File: config.mk
export PLATFORM = sky130hd
export DESIGN_NAME = tpw_timer
export DESIGN_NICKNAME = d
export VERILOG_FILES = /design/src/shared/tpw_pkg.sv /design/src/verilog/tpw_timer.sv
export SDC_FILE = /design/constraint.sdc
export NUM_CORES = 1
export LEC_CHECK = 0
export BUFFER_PORTS_ARGS = -buffer_cell sky130_fd_sc_hd__buf_2
export CORE_MARGIN = 8
export CORE_UTILIZATION = 40
export CTS_CLUSTER_SIZE = 28
export DETAILED_ROUTE_END_ITERATION = 10
export GPL_ROUTABILITY_DRIVEN = 0
export HOLD_SLACK_MARGIN = 0.05
export MAX_ROUTING_LAYER = met4
export PLACE_DENSITY_LB_ADDON = 0.05
export RECOVER_POWER = 25
export SLEW_MARGIN = 0
export SYNTH_ARGS = -nofsm -noshare
export SYNTH_HDL_FRONTEND = slang
export SYNTH_SLANG_ARGS = --single-unit
File: constraint.sdc
create_clock -name clk_sys -period 10.65 [get_ports clk_sys]
set_input_delay 0.5325 -clock clk_sys [delete_from_list [all_inputs] [get_ports clk_sys]]
set_output_delay 0.5325 -clock clk_sys [all_outputs]
set_load 0.01 [all_outputs]
File: src/shared/tpw_pkg.sv
package tpw_pkg;

  // ************************************************************
  // Register map: word indices, the byte address is four times each.
  // ************************************************************
  localparam logic [7:0] IDX_MODE   = 8'hA0;
  localparam logic [7:0] IDX_COUNT  = 8'hA1;
  localparam logic [7:0] IDX_RELOAD = 8'hA2;
  localparam logic [7:0] IDX_DUTY   = 8'hA3;
  localparam logic [7:0] IDX_AUX    = 8'hA4;
  localparam int         AW         = 10;
  localparam logic [AW-1:0] ADDR_MODE   = {IDX_MODE, 2'h0};
  localparam logic [AW-1:0] ADDR_COUNT  = {IDX_COUNT, 2'h0};
  localparam logic [AW-1:0] ADDR_RELOAD = {IDX_RELOAD, 2'h0};
  localparam logic [AW-1:0] ADDR_DUTY   = {IDX_DUTY, 2'h0};
  localparam logic [AW-1:0] ADDR_AUX    = {IDX_AUX, 2'h0};

  // ************************************************************
  // Field positions.
  // ************************************************************
  localparam int MODE_EN_BIT    = 7;
  localparam int MODE_RATE_HI   = 6;
  localparam int MODE_RATE_LO   = 4;
  localparam int MODE_SP_BIT    = 1;
  localparam int MODE_PE_BIT    = 0;
  localparam logic [7:0] MODE_WMASK = 8'hF3;
  localparam int AUX_CHSEL_HI   = 1;
  localparam int AUX_CHSEL_LO   = 0;
  localparam int AUX_CLKSEL_BIT = 2;
  localparam int AUX_FLAG_BIT   = 7;

  // ************************************************************
  // Reset values and counter constants.
  // ************************************************************
  localparam logic [7:0] MODE_RST   = 8'h00;
  localparam logic [7:0] COUNT_RST  = 8'h00;
  localparam logic [7:0] RELOAD_RST = 8'h00;
  localparam logic [7:0] DUTY_RST   = 8'h00;
  localparam logic [7:0] COUNT_FULL = 8'hFF;
  localparam logic [6:0] PRE_RST    = 7'h00;
  localparam logic [6:0] PRE_FULL   = 7'h7F;

endpackage

File: src/verilog/tpw_timer.sv
// Overview of operation
// - Mode bit 7 starts the counter when one, stops it when zero.
// - Mode bits 6:4 divide the chosen oscillator by 128 (000) down to 1 (111).
// - Mode bit 1 enables the single pulse function.
// - Mode bit 0 routes PWM to selected pins; cleared, pins stay GPIO.
// - Counter overflow sets the overflow flag until software clears it.
// - Each overflow reloads the count from the reload register automatically.
// - Reload writes wait in a first buffer until the next overflow.
// - Each PWM period is high first, then low.
// - Count equal to duty ends the high phase, output goes low.
// - Wrap from FF to the reload value ends the period and drives output high.
// - Period or duty changes while running apply from the next period.
// - Clearing either enable returns pins to their GPIO state.
// - Pins switch to PWM within one source period plus prescaler periods.
// - Each pin carries PWM only when its channel select bit is set.
// - Single pulse end clears PWM enable and returns pins to GPIO.
// - Duty not above reload keeps the PWM output low.
//
// Our own choice: the address-and-strobe port.
module tpw_timer #(
  parameter int CH = 2
) (
  input  wire logic                  clk_sys,     // System clock, 250 MHz
  input  wire logic                  rstn,        // Asynchronous reset, active low
  input  wire logic [tpw_pkg::AW-1:0] reg_addr,   // Register byte address
  input  wire logic [7:0]            reg_wdata,   // Register write data
  input  wire logic                  reg_wr,      // Write strobe
  input  wire logic                  reg_rd,      // Read strobe
  output logic      [7:0]            reg_rdata,   // Read data, cycle after strobe
  input  wire logic                  osc_high_en, // High-speed oscillator tick
  input  wire logic                  osc_low_en,  // Low-speed oscillator tick
  input  wire logic [CH-1:0]         gpio_out,    // GPIO output level per pin
  input  wire logic [CH-1:0]         gpio_oe_n,   // GPIO output enable per pin, low drives
  output logic      [CH-1:0]         pin_out,     // Pin output level
  output logic      [CH-1:0]         pin_oe_n     // Pin output enable, low drives
);

  // ************************************************************
  // Register state.
  // ************************************************************
  logic [7:0]    mode_reg;
  logic [7:0]    mode_next;
  logic [7:0]    count_reg;
  logic [7:0]    count_next;
  logic [7:0]    reload_buf_reg;
  logic [7:0]    reload_buf_next;
  logic [7:0]    reload_act_reg;
  logic [7:0]    reload_act_next;
  logic [7:0]    duty_reg;
  logic [7:0]    duty_next;
  logic [7:0]    duty_act_reg;
  logic [7:0]    duty_act_next;
  logic [CH-1:0] chsel_reg;
  logic [CH-1:0] chsel_next;
  logic          clksel_reg;
  logic          clksel_next;
  logic          flag_reg;
  logic          flag_next;
  logic [6:0]    pre_reg;
  logic [6:0]    pre_next;
  logic          active_reg;
  logic          active_next;
  logic          level_reg;
  logic          level_next;
  logic [7:0]    rdata_reg;
  logic [7:0]    rdata_next;
  logic [CH-1:0] pin_out_reg;
  logic [CH-1:0] pin_out_next;
  logic [CH-1:0] pin_oe_n_reg;
  logic [CH-1:0] pin_oe_n_next;

  // ************************************************************
  // Address decode.
  // ************************************************************
  wire wr_mode   = reg_wr && (reg_addr == tpw_pkg::ADDR_MODE);
  wire wr_count  = reg_wr && (reg_addr == tpw_pkg::ADDR_COUNT);
  wire wr_reload = reg_wr && (reg_addr == tpw_pkg::ADDR_RELOAD);
  wire wr_duty   = reg_wr && (reg_addr == tpw_pkg::ADDR_DUTY);
  wire wr_aux    = reg_wr && (reg_addr == tpw_pkg::ADDR_AUX);

  wire       cnt_en  = mode_reg[tpw_pkg::MODE_EN_BIT];
  wire [2:0] rate    = mode_reg[tpw_pkg::MODE_RATE_HI:tpw_pkg::MODE_RATE_LO];
  wire       sp_en   = mode_reg[tpw_pkg::MODE_SP_BIT];
  wire       pwm_en  = mode_reg[tpw_pkg::MODE_PE_BIT];

  // ************************************************************
  // Prescaler and counter.
  // ************************************************************
  // The prescaler restarts on every stop so that the first tick after
  // an enable always comes a full division later, never early.
  wire       src_en   = clksel_reg ? osc_low_en : osc_high_en;
  wire [6:0] pre_mask = tpw_pkg::PRE_FULL >> rate;
  wire       tick     = cnt_en && src_en && ((pre_reg & pre_mask) == pre_mask);
  wire       ovf      = tick && (count_reg == tpw_pkg::COUNT_FULL);

  assign pre_next = !cnt_en ? tpw_pkg::PRE_RST :
                    src_en  ? 7'(pre_reg + 7'h01) : pre_reg;

  // A software count write wins over the counter's own step.
  assign count_next = wr_count ? reg_wdata :
                      ovf      ? reload_buf_reg :
                      tick     ? 8'(count_reg + 8'h01) : count_reg;

  assign reload_buf_next = wr_reload ? reg_wdata : reload_buf_reg;
  // While stopped the active copy follows the buffer, so setup needs no overflow.
  assign reload_act_next = (ovf || !cnt_en) ? reload_buf_next : reload_act_reg;

  assign duty_next     = wr_duty ? reg_wdata : duty_reg;
  assign duty_act_next = (ovf || !active_reg) ? duty_next : duty_act_reg;

  // ************************************************************
  // Mode and auxiliary control.
  // ************************************************************
  wire one_done = ovf && sp_en && active_reg;

  // A software mode write in the same cycle wins over the automatic clear.
  assign mode_next = wr_mode  ? (reg_wdata & tpw_pkg::MODE_WMASK) :
                     one_done ? (mode_reg & ~(8'h01 << tpw_pkg::MODE_PE_BIT)) :
                     mode_reg;

  assign chsel_next  = wr_aux ? reg_wdata[tpw_pkg::AUX_CHSEL_HI:tpw_pkg::AUX_CHSEL_LO] : chsel_reg;
  assign clksel_next = wr_aux ? reg_wdata[tpw_pkg::AUX_CLKSEL_BIT] : clksel_reg;

  // Set wins over a clear in the same cycle; writing zero clears the flag.
  assign flag_next = ovf ? 1'b1 :
                     (wr_aux && !reg_wdata[tpw_pkg::AUX_FLAG_BIT]) ? 1'b0 : flag_reg;

  // ************************************************************
  // PWM generator.
  // ************************************************************
  // Output takes over at the first prescaled tick after both enables,
  // which bounds the hand-over delay by one division of the source.
  wire pwm_req = cnt_en && pwm_en;
  assign active_next = pwm_req && !one_done && (active_reg || tick);

  wire start    = active_next && !active_reg;
  wire duty_hit = tick && (count_next == duty_act_next);

  assign level_next = !active_next    ? 1'b0 :
                      (start || ovf)  ? (duty_act_next > count_next) :
                      duty_hit        ? 1'b0 :
                      level_reg;

  genvar gi;
  generate
    for (gi = 0; gi < CH; gi++) begin : g_pin
      wire route = active_next && chsel_reg[gi];
      assign pin_out_next[gi]  = route ? level_next : gpio_out[gi];
      assign pin_oe_n_next[gi] = route ? 1'b0 : gpio_oe_n[gi];
    end
  endgenerate

  // ************************************************************
  // Read path.
  // ************************************************************
  wire [7:0] aux_view = {flag_reg, 4'h0, clksel_reg, chsel_reg};
  wire [7:0] rd_mux   = (reg_addr == tpw_pkg::ADDR_MODE)  ? mode_reg :
                        (reg_addr == tpw_pkg::ADDR_COUNT) ? count_reg :
                        (reg_addr == tpw_pkg::ADDR_DUTY)  ? duty_reg :
                        (reg_addr == tpw_pkg::ADDR_AUX)   ? aux_view : 8'h00;
  assign rdata_next = reg_rd ? rd_mux : 8'h00;

  // ************************************************************
  // Flip-flops.
  // ************************************************************
  always_ff @(posedge clk_sys or negedge rstn) begin
    if (!rstn) begin
      mode_reg       <= tpw_pkg::MODE_RST;
      count_reg      <= tpw_pkg::COUNT_RST;
      reload_buf_reg <= tpw_pkg::RELOAD_RST;
      reload_act_reg <= tpw_pkg::RELOAD_RST;
      duty_reg       <= tpw_pkg::DUTY_RST;
      duty_act_reg   <= tpw_pkg::DUTY_RST;
    end else begin
      mode_reg       <= mode_next;
      count_reg      <= count_next;
      reload_buf_reg <= reload_buf_next;
      reload_act_reg <= reload_act_next;
      duty_reg       <= duty_next;
      duty_act_reg   <= duty_act_next;
    end
  end

  always_ff @(posedge clk_sys or negedge rstn) begin
    if (!rstn) begin
      chsel_reg    <= '0;
      clksel_reg   <= 1'b0;
      flag_reg     <= 1'b0;
      pre_reg      <= tpw_pkg::PRE_RST;
      active_reg   <= 1'b0;
      level_reg    <= 1'b0;
      rdata_reg    <= 8'h00;
      pin_out_reg  <= '0;
      pin_oe_n_reg <= '1;
    end else begin
      chsel_reg    <= chsel_next;
      clksel_reg   <= clksel_next;
      flag_reg     <= flag_next;
      pre_reg      <= pre_next;
      active_reg   <= active_next;
      level_reg    <= level_next;
      rdata_reg    <= rdata_next;
      pin_out_reg  <= pin_out_next;
      pin_oe_n_reg <= pin_oe_n_next;
    end
  end

  assign reg_rdata = rdata_reg;
  assign pin_out   = pin_out_reg;
  assign pin_oe_n  = pin_oe_n_reg;
endmodule
After elaboration in Yosys (flattened, before gate mapping)
Index checks and enable logic that the tools add are counted.
{"block": "totals", "elab_cells": 79, "inputBits": 28, "regBits": 65, "output_inout_bits": 12}
{"block": "op_classes", "n_lt_le_gt_ge": 1, "reduce_logical": 26, "n_eq_ne": 9, "shift": 1, "muxes": 24, "add_sub_neg": 2, "bitwise": 1}
{"op": "two-way mux 8 bit", "n": 11}
{"op": "== test 10 bit, second input constant", "n": 5}
{"op": "logical AND 1 bit", "n": 18}
{"op": "two-way mux 7 bit", "n": 2}
{"op": "two-way mux 1 bit", "n": 11}
{"op": "adder 8 x 1 -> 8 bit, second input constant", "n": 1}
{"op": "== test 8 bit", "n": 1}
{"op": "== test 8 bit, second input constant", "n": 1}
{"op": "greater-than comparator 8 bit", "n": 1}
{"op": "adder 7 x 1 -> 7 bit, second input constant", "n": 1}
{"op": "AND 7 bit", "n": 1}
{"op": "== test 7 bit", "n": 1}
{"op": ">> shifter 7 x 3 -> 7 bit, first input constant", "n": 1}
{"op": "nonzero test 2 bit", "n": 2}
{"op": "logical NOT 1 bit", "n": 3}
{"op": "logical OR 1 bit", "n": 3}
{"op": "!= test 2 x 1 -> 1 bit, second input constant", "n": 1}

Depth between registers and ports, before layout
{"block": "depth", "ltp_word": 15, "ltp_mapped": 15, "depth_no_buf": 13}

Least setup slack after synthesis
Ideal clock, no wire load.
{"block": "synth_timing", "path_kind": "input port to flip-flop", "start": "input reg_addr[0] (netlist bit)", "end": "register pin_out_reg[1] (netlist: pin_out[1])", "slack_ps": 7043, "path_buffers": 0, "t_required_ps": 10523, "arrival_ps": 3479, "setup_time_ps": 127, "stages": 12, "cell_sequence": "or4b_4 -> nor3_4 -> nand4_4 -> mux2_2 -> mux2_2 -> ha_1 -> nor2b_1 -> o211ai_1 -> a21oi_1 -> o32a_1 -> a32o_1 -> mux2_1"}
{"block": "synth_between", "elab_chain_len": 10, "elab_cells_between_ends": 14, "classes_between": "order compare: 1; eq/ne: 3; mux: 7; reduce/logical: 3"}
{"item": "from (decl)", "line": "tpw_timer.sv:25", "rtl": "input wire logic [tpw_pkg::AW-1:0] reg_addr,"}
{"item": "== test 10 bit *", "line": "tpw_timer.sv:78", "rtl": "wire wr_duty = reg_wr && (reg_addr == tpw_pkg::ADDR_DUTY);"}
{"item": "logical AND 1 bit *", "line": "tpw_timer.sv:78"}
{"item": "two-way mux 8 bit *", "line": "tpw_timer.sv:108", "rtl": "assign duty_next = wr_duty ? reg_wdata : duty_reg;"}
{"item": "named net duty_next[1]", "line": "tpw_timer.sv:50", "rtl": "logic [7:0] duty_next;"}
{"item": "two-way mux 8 bit *", "line": "tpw_timer.sv:109", "rtl": "assign duty_act_next = (ovf || !active_reg) ? duty_next : duty_act_reg;"}
{"item": "named net duty_act_next[1]", "line": "tpw_timer.sv:52", "rtl": "logic [7:0] duty_act_next;"}
{"item": "branches (longest 3 deep; another with greater-than comparator 8 bit)"}
{"item": "two-way mux 1 bit *", "line": "tpw_timer.sv:140", "rtl": "(start || ovf) ? (duty_act_next > count_next) :"}
{"item": "two-way mux 1 bit *", "line": "tpw_timer.sv:139", "rtl": "assign level_next = !active_next ? 1'b0 :"}
{"item": "two-way mux 1 bit *", "line": "tpw_timer.sv:148", "rtl": "assign pin_out_next[gi] = route ? level_next : gpio_out[gi];"}
{"item": "named net pin_out_next[1]", "line": "tpw_timer.sv:68", "rtl": "logic [CH-1:0] pin_out_next;"}
{"item": "to (signal assigned)", "line": "tpw_timer.sv:203", "rtl": "pin_out_reg <= pin_out_next;"}
{"item": "to (decl)", "line": "tpw_timer.sv:67", "rtl": "logic [CH-1:0] pin_out_reg;"}
Mark *: on every way through the listed nets, which the timed path passes.
A chain may end at the register's enable or synchronous reset.

Final worst setup path
{"block": "layout_timing", "start": "register count_reg[0]", "end": "register pin_out_reg[1] (netlist: pin_out[1])"}
{"block": "layout_between", "elab_cells_between_ends": 23, "classes_between": "add/sub: 1; order compare: 1; eq/ne: 2; mux: 8; reduce/logical: 11"}
{"item": "from (decl)", "line": "tpw_timer.sv:43", "rtl": "logic [7:0] count_reg;"}
{"item": "from (signal assigned)", "line": "tpw_timer.sv:169", "rtl": "count_reg <= tpw_pkg::COUNT_RST;"}
{"item": "from (signal assigned)", "line": "tpw_timer.sv:176", "rtl": "count_reg <= count_next;"}
{"item": "== test 8 bit *", "line": "tpw_timer.sv:94", "rtl": "wire ovf = tick && (count_reg == tpw_pkg::COUNT_FULL);"}
{"item": "logical AND 1 bit *", "line": "tpw_timer.sv:94"}
{"item": "logical OR 1 bit *", "line": "tpw_timer.sv:109"}
{"item": "two-way mux 8 bit *", "line": "tpw_timer.sv:109"}
{"item": "named net duty_act_next[1]", "line": "tpw_timer.sv:52"}
{"item": "branches (longest 3 deep; another with greater-than comparator 8 bit)"}
{"item": "two-way mux 1 bit *", "line": "tpw_timer.sv:140"}
{"item": "two-way mux 1 bit *", "line": "tpw_timer.sv:139"}
{"item": "two-way mux 1 bit *", "line": "tpw_timer.sv:148"}
{"item": "named net pin_out_next[1]", "line": "tpw_timer.sv:68"}
Marks and branches as above.

==> flow_results.org <==
** Clocking
- Clock latency on the worst-skew pair :: 0.34 ns
- TritonCTS built the clock tree.
- CTS Root Cell :: sky130_fd_sc_hd__clkbuf_8
- CTS clock-pin slew for the worst setup and hold paths :: approximately 0.070 ns
- After clock tree synthesis, the flow added hold-fix buffers numbering 0.
- The longest clock path from root to sink contains 2 buffers.
- TritonCTS buffer count :: 9
- Cts repair resizes :: 0
- The H-tree generated during clock tree synthesis spans 3 levels.
- Number of buffers inserted to repair setup after CTS :: 0
- Number of clock sinks :: 63

** Floorplan
- For this design the top-level I/O count stands at 40.
- The floorplan step defined a die boundary enclosing ~0.011 mm2.
- Placeable core region :: 0.007727 mm2
- For this configuration, the core starts out at a cell density of 0.4121.
- In this run the core area contains 32 standard-cell rows.
- Measured along the x axis, the die boundary spans 105.2 um.
- The die is 105.2 um tall.

** Power
- Pwr/cell area :: 127.9 mW/mm2
- The share of total power dissipated in the clock network is 0.418.
- Relative contribution of combinational cells to total power :: 0.057
- Fraction of power spent switching nets :: 0.2358
- VDD sags by at most 0.00005464 V.
- Net switching power figure :: 109.9 uW
- Of the total power, registers draw 0.525.
- For this design the static power due to leakage is 0.001751 uW.
- The internal power of the cells totals about 360 uW.

** Global routing
- The initial antenna violation count came to 0.
- After global routing the overflow that remains totals 0.
- The first global-routing pass estimated 13.28 mm of wire.
- Maximum number of pins on one net before global-route repair :: 64
- The number of global-route vias before repair is 2391.
- Global-route total usage across every layer :: 0.1565

** Status
- Run status :: finished with violations
- The final reports fail on capacitance limit, slew limit.

** Timing
- Transition at the pin with the smallest max-transition slack :: 3.424 ns
- Final clock period utilization by the worst path :: 0.3773
- Final critical path time including I/O delays and setup :: 4.019 ns
- Total of endpoints with negative setup slack in the final report :: 0
- The max-slew violation count came to 64.
- Minimum setup slack in the final design :: 6.631 ns
- Relative max-transition margin :: -1.282
- The number of endpoints with negative hold slack in the final report came to 0.
- Worst-case hold slack :: 0.4002 ns
- Clock skew on the completed layout was measured at 0.008549 ns.
- Setup_tns :: 0 ns
- Based on the critical path, the design can be clocked at up to 0.2488 GHz.
- Setup repair after global routing missed its margin :: false

** Route
- Routed WL per cell :: 18.28 um
- Mean number of vias per cell :: 5.362
- Count of routing violations after the opening detailed-route iteration :: 114
- Summing over every cut layer, the via total after detailed routing is about 2300.
- Detailed-routing iteration count for the pre-antenna-repair pass :: 5
- Drt drc :: 0
- Wires add up to between 7 and 8 mm.
- Detail Route Antenna Nets :: 0

** Yosys
- During synthesis, Yosys emitted a total of 0 warnings.
- Fraction of the mapped netlist area in simple logic gates :: 0.1513
- Sequential fraction of the synthesis area :: 0.4959
- Synthesized netlist net count :: 314
- Synth Flop Type :: sky130_fd_sc_hd__dfrtp_1
- Counting flops with an async set or reset pin after synthesis yields a share of 1.000.
- Adder-cell share of the synthesized area :: 0.03929
- Of the total synthesized cell area, the portion taken by XOR and XNOR cells is 0.01375.
- Distinct cell type count after synthesis :: 55
- The synthesized design contains 63 register bits.
- Averaged over all synthesized cells, the footprint is roughly 12 um2.
- In this run the cell area of the synthesized design comes to 0.003184 mm2.
- Cell count after synthesis :: about 280
- Portion of netlist area occupied by mux cells :: 0.1438
- Fraction of the mapped netlist area in compound gates :: 0.1332
- EDFF count, synth :: 0
- Combinational family with the most area after synthesis :: simple AND/OR/NAND/NOR gates

** Place
- Number of I/O port buffers :: 39
- Detailed-placement wirelength estimate :: 5.702 mm
- The number of placed instances, taps included, is 409.
- OpenSTA, run right after detailed placement, puts the worst setup slack at 6.387 ns.

** Final layout
- Area growth, synth to finish :: 14.42%
- Antenna Diode Count :: 0
- In the final layout, the share of cells above drive strength 1 is 0.3096.
- Filler cell count :: between 700 and 800
- Leaving out filler cells and counting taps, the final layout contains 425.
- In the final design database the tool counted 356 nets.
- Layout Utilization :: 0.4715
- In the final layout, the multi-input gates occupy 0.001533 mm2.
- The library cell used most frequently in the layout, excluding fill and tap cells, is sky130_fd_sc_hd__dfrtp_1.
- Most frequent cells in the layout :: sky130_fd_sc_hd__dfrtp_1 (61), sky130_fd_sc_hd__buf_2 (39), sky130_fd_sc_hd__mux2_2 (33)
- Registers take 0.001579 mm2.

** Worst setup path
- Path depth of the worst reg2reg path :: 12
- The critical path goes through ha_1, and3_1, nand3_1, o21ai_2, mux2_2, ha_1, nor2b_1, o211ai_1, a21oi_1, o32a_1, a32o_1, mux2_1.
- Launching element type of the critical path :: flip-flop
- The worst setup path is of the reg2reg kind.
- Counting stages on the worst path, the most repeated cell is sky130_fd_sc_hd__ha_1.
- The worst register-to-register path begins at count_reg[0]$_DFF_PN0_.
- Required time of the worst setup path :: around 11 ns
- Type of destination of the critical path :: flip-flop
- STA puts the critical path data arrival time at roughly 4.2 ns.
- Tracing the worst setup path back leads to its startpoint at count_reg[0]$_DFF_PN0_.
- Along the worst path, the maximum fanout reaches 11.
- Critical-path cell with the highest stage delay :: sky130_fd_sc_hd__o21ai_2
- For this run, the slowest stage of the critical path takes 0.59 ns.

** Min path
- Path category of the worst min-delay check :: in2reg
- Counting instances, the worst hold path has a depth of 2.
- Worst Hold Launch :: gpio_oe_n[0]

** Job
- The tool flagged a number of max-cap violations equal to 1.
## layout make-up
cell class / count / area share
well taps: 102 / 0.03503
clock buffers: 13 / 0.04636
clock inverters: 3 / 0.004808
inverters: 5 / 0.005151
repair buffers: 40 / 0.05460
flip-flops and latches: 63 / 0.4334
multi-input cells: 199 / 0.4207
## cell families (layout without fill, tap and decap cells)
kind of cell	Yosys count	after routing
adders and majority gates	10	10
and+or+nand+nor	84	84
DFF	63	63
muxes	41	41
xor gates and xnor gates	5	5
buffers and inverters	14	61
AOI/OAI and AO/OA	59	59
## per-layer routing
metal,track usage,share of wire,vias to the layer above
li1,-,-,1112
met1,0.1970,0.47,1109
met2,0.2356,0.47,46
met3,0.03289,0.037,12
met4,0.07339,0.019,0
met5,-,0,-
## worst max-delay path: cells and delay by family (launching register included)
family	cells	cell delay [ns]
and+or+nand+nor	3	0.79
AOI/OAI and AO/OA	5	1.36
DFF	1	0.47
adders and majority gates	2	0.58
muxes	2	0.70
## synthesized netlist by cell type (2+ instances only)
cell type | count | area share
sky130_fd_sc_hd__mux2_2 | 33 | 0.12
sky130_fd_sc_hd__o31ai_1 | 2 | 0.0047
sky130_fd_sc_hd__inv_1 | 5 | 0.0059
sky130_fd_sc_hd__xnor2_1 | 3 | 0.0083
sky130_fd_sc_hd__xor2_1 | 2 | 0.0055
sky130_fd_sc_hd__dfrtp_1 | 61 | 0.48
sky130_fd_sc_hd__dfstp_2 | 2 | 0.017
sky130_fd_sc_hd__a21oi_1 | 12 | 0.019
sky130_fd_sc_hd__mux2i_1 | 6 | 0.019
sky130_fd_sc_hd__a211oi_1 | 3 | 0.0071
sky130_fd_sc_hd__clkbuf_1 | 2 | 0.0024
sky130_fd_sc_hd__o21ai_0 | 12 | 0.019
sky130_fd_sc_hd__a21boi_0 | 3 | 0.0071
sky130_fd_sc_hd__a222oi_1 | 4 | 0.013
sky130_fd_sc_hd__and3_1 | 7 | 0.014
sky130_fd_sc_hd__nor2_1 | 5 | 0.0059
sky130_fd_sc_hd__nor2b_1 | 6 | 0.012
sky130_fd_sc_hd__ha_1 | 10 | 0.039
sky130_fd_sc_hd__buf_4 | 2 | 0.0047
sky130_fd_sc_hd__buf_2 | 4 | 0.0063
sky130_fd_sc_hd__and4_1 | 2 | 0.0055
sky130_fd_sc_hd__nand3_1 | 8 | 0.013
sky130_fd_sc_hd__nand4_1 | 4 | 0.0079
sky130_fd_sc_hd__a221oi_1 | 3 | 0.0083
sky130_fd_sc_hd__nor3_1 | 5 | 0.0079
sky130_fd_sc_hd__o21a_1 | 3 | 0.0071
sky130_fd_sc_hd__and2_1 | 12 | 0.024
sky130_fd_sc_hd__nand2_1 | 25 | 0.029
sky130_fd_sc_hd__a21o_1 | 4 | 0.0094
## worst paths after layout
kind / end / slack [ns]
max in group asynchronous: reload_buf_reg[7]$_DFFE_PN0P_ / 7.27
worst max-delay path: pin_out[1]$_DFF_PN0_ / 6.63
worst min register to register: duty_act_reg[0]$_DFF_PN0_ / 0.50
worst min-delay path: pin_oe_n[0]$_DFF_PN1_ / 0.40
min in group asynchronous: reg_rdata[2]$_DFF_PN0_ / 1.44
worst max register to register: pin_out[1]$_DFF_PN0_ / 6.63
## power groups by stage
stage | Clock (uW) | Combinational [uW] | Sequential, uW
finish | 195 | 26.4 | 245
global placement | 0 | 27.2 | 249
global route | 212 | 30.2 | 245
CTS | 199 | 27.5 | 245
detailed placement | 0 | 27.4 | 249
floorplan | 0 | 10.9 | 249
## metrics by stage
| stage | instance area [um2] | total power (uW) |
|---|---|---|
| final | 3643 | 466.2 |
| after detailed placement | 3461 | 276.8 |
| after floorplan | 3184 | 259.9 |
| after global routing | 3643 | 487.5 |
| after CTS | 3647 | 471.6 |
| after global placement | 3461 | 276.6 |
(Power assumes the default switching activity.)
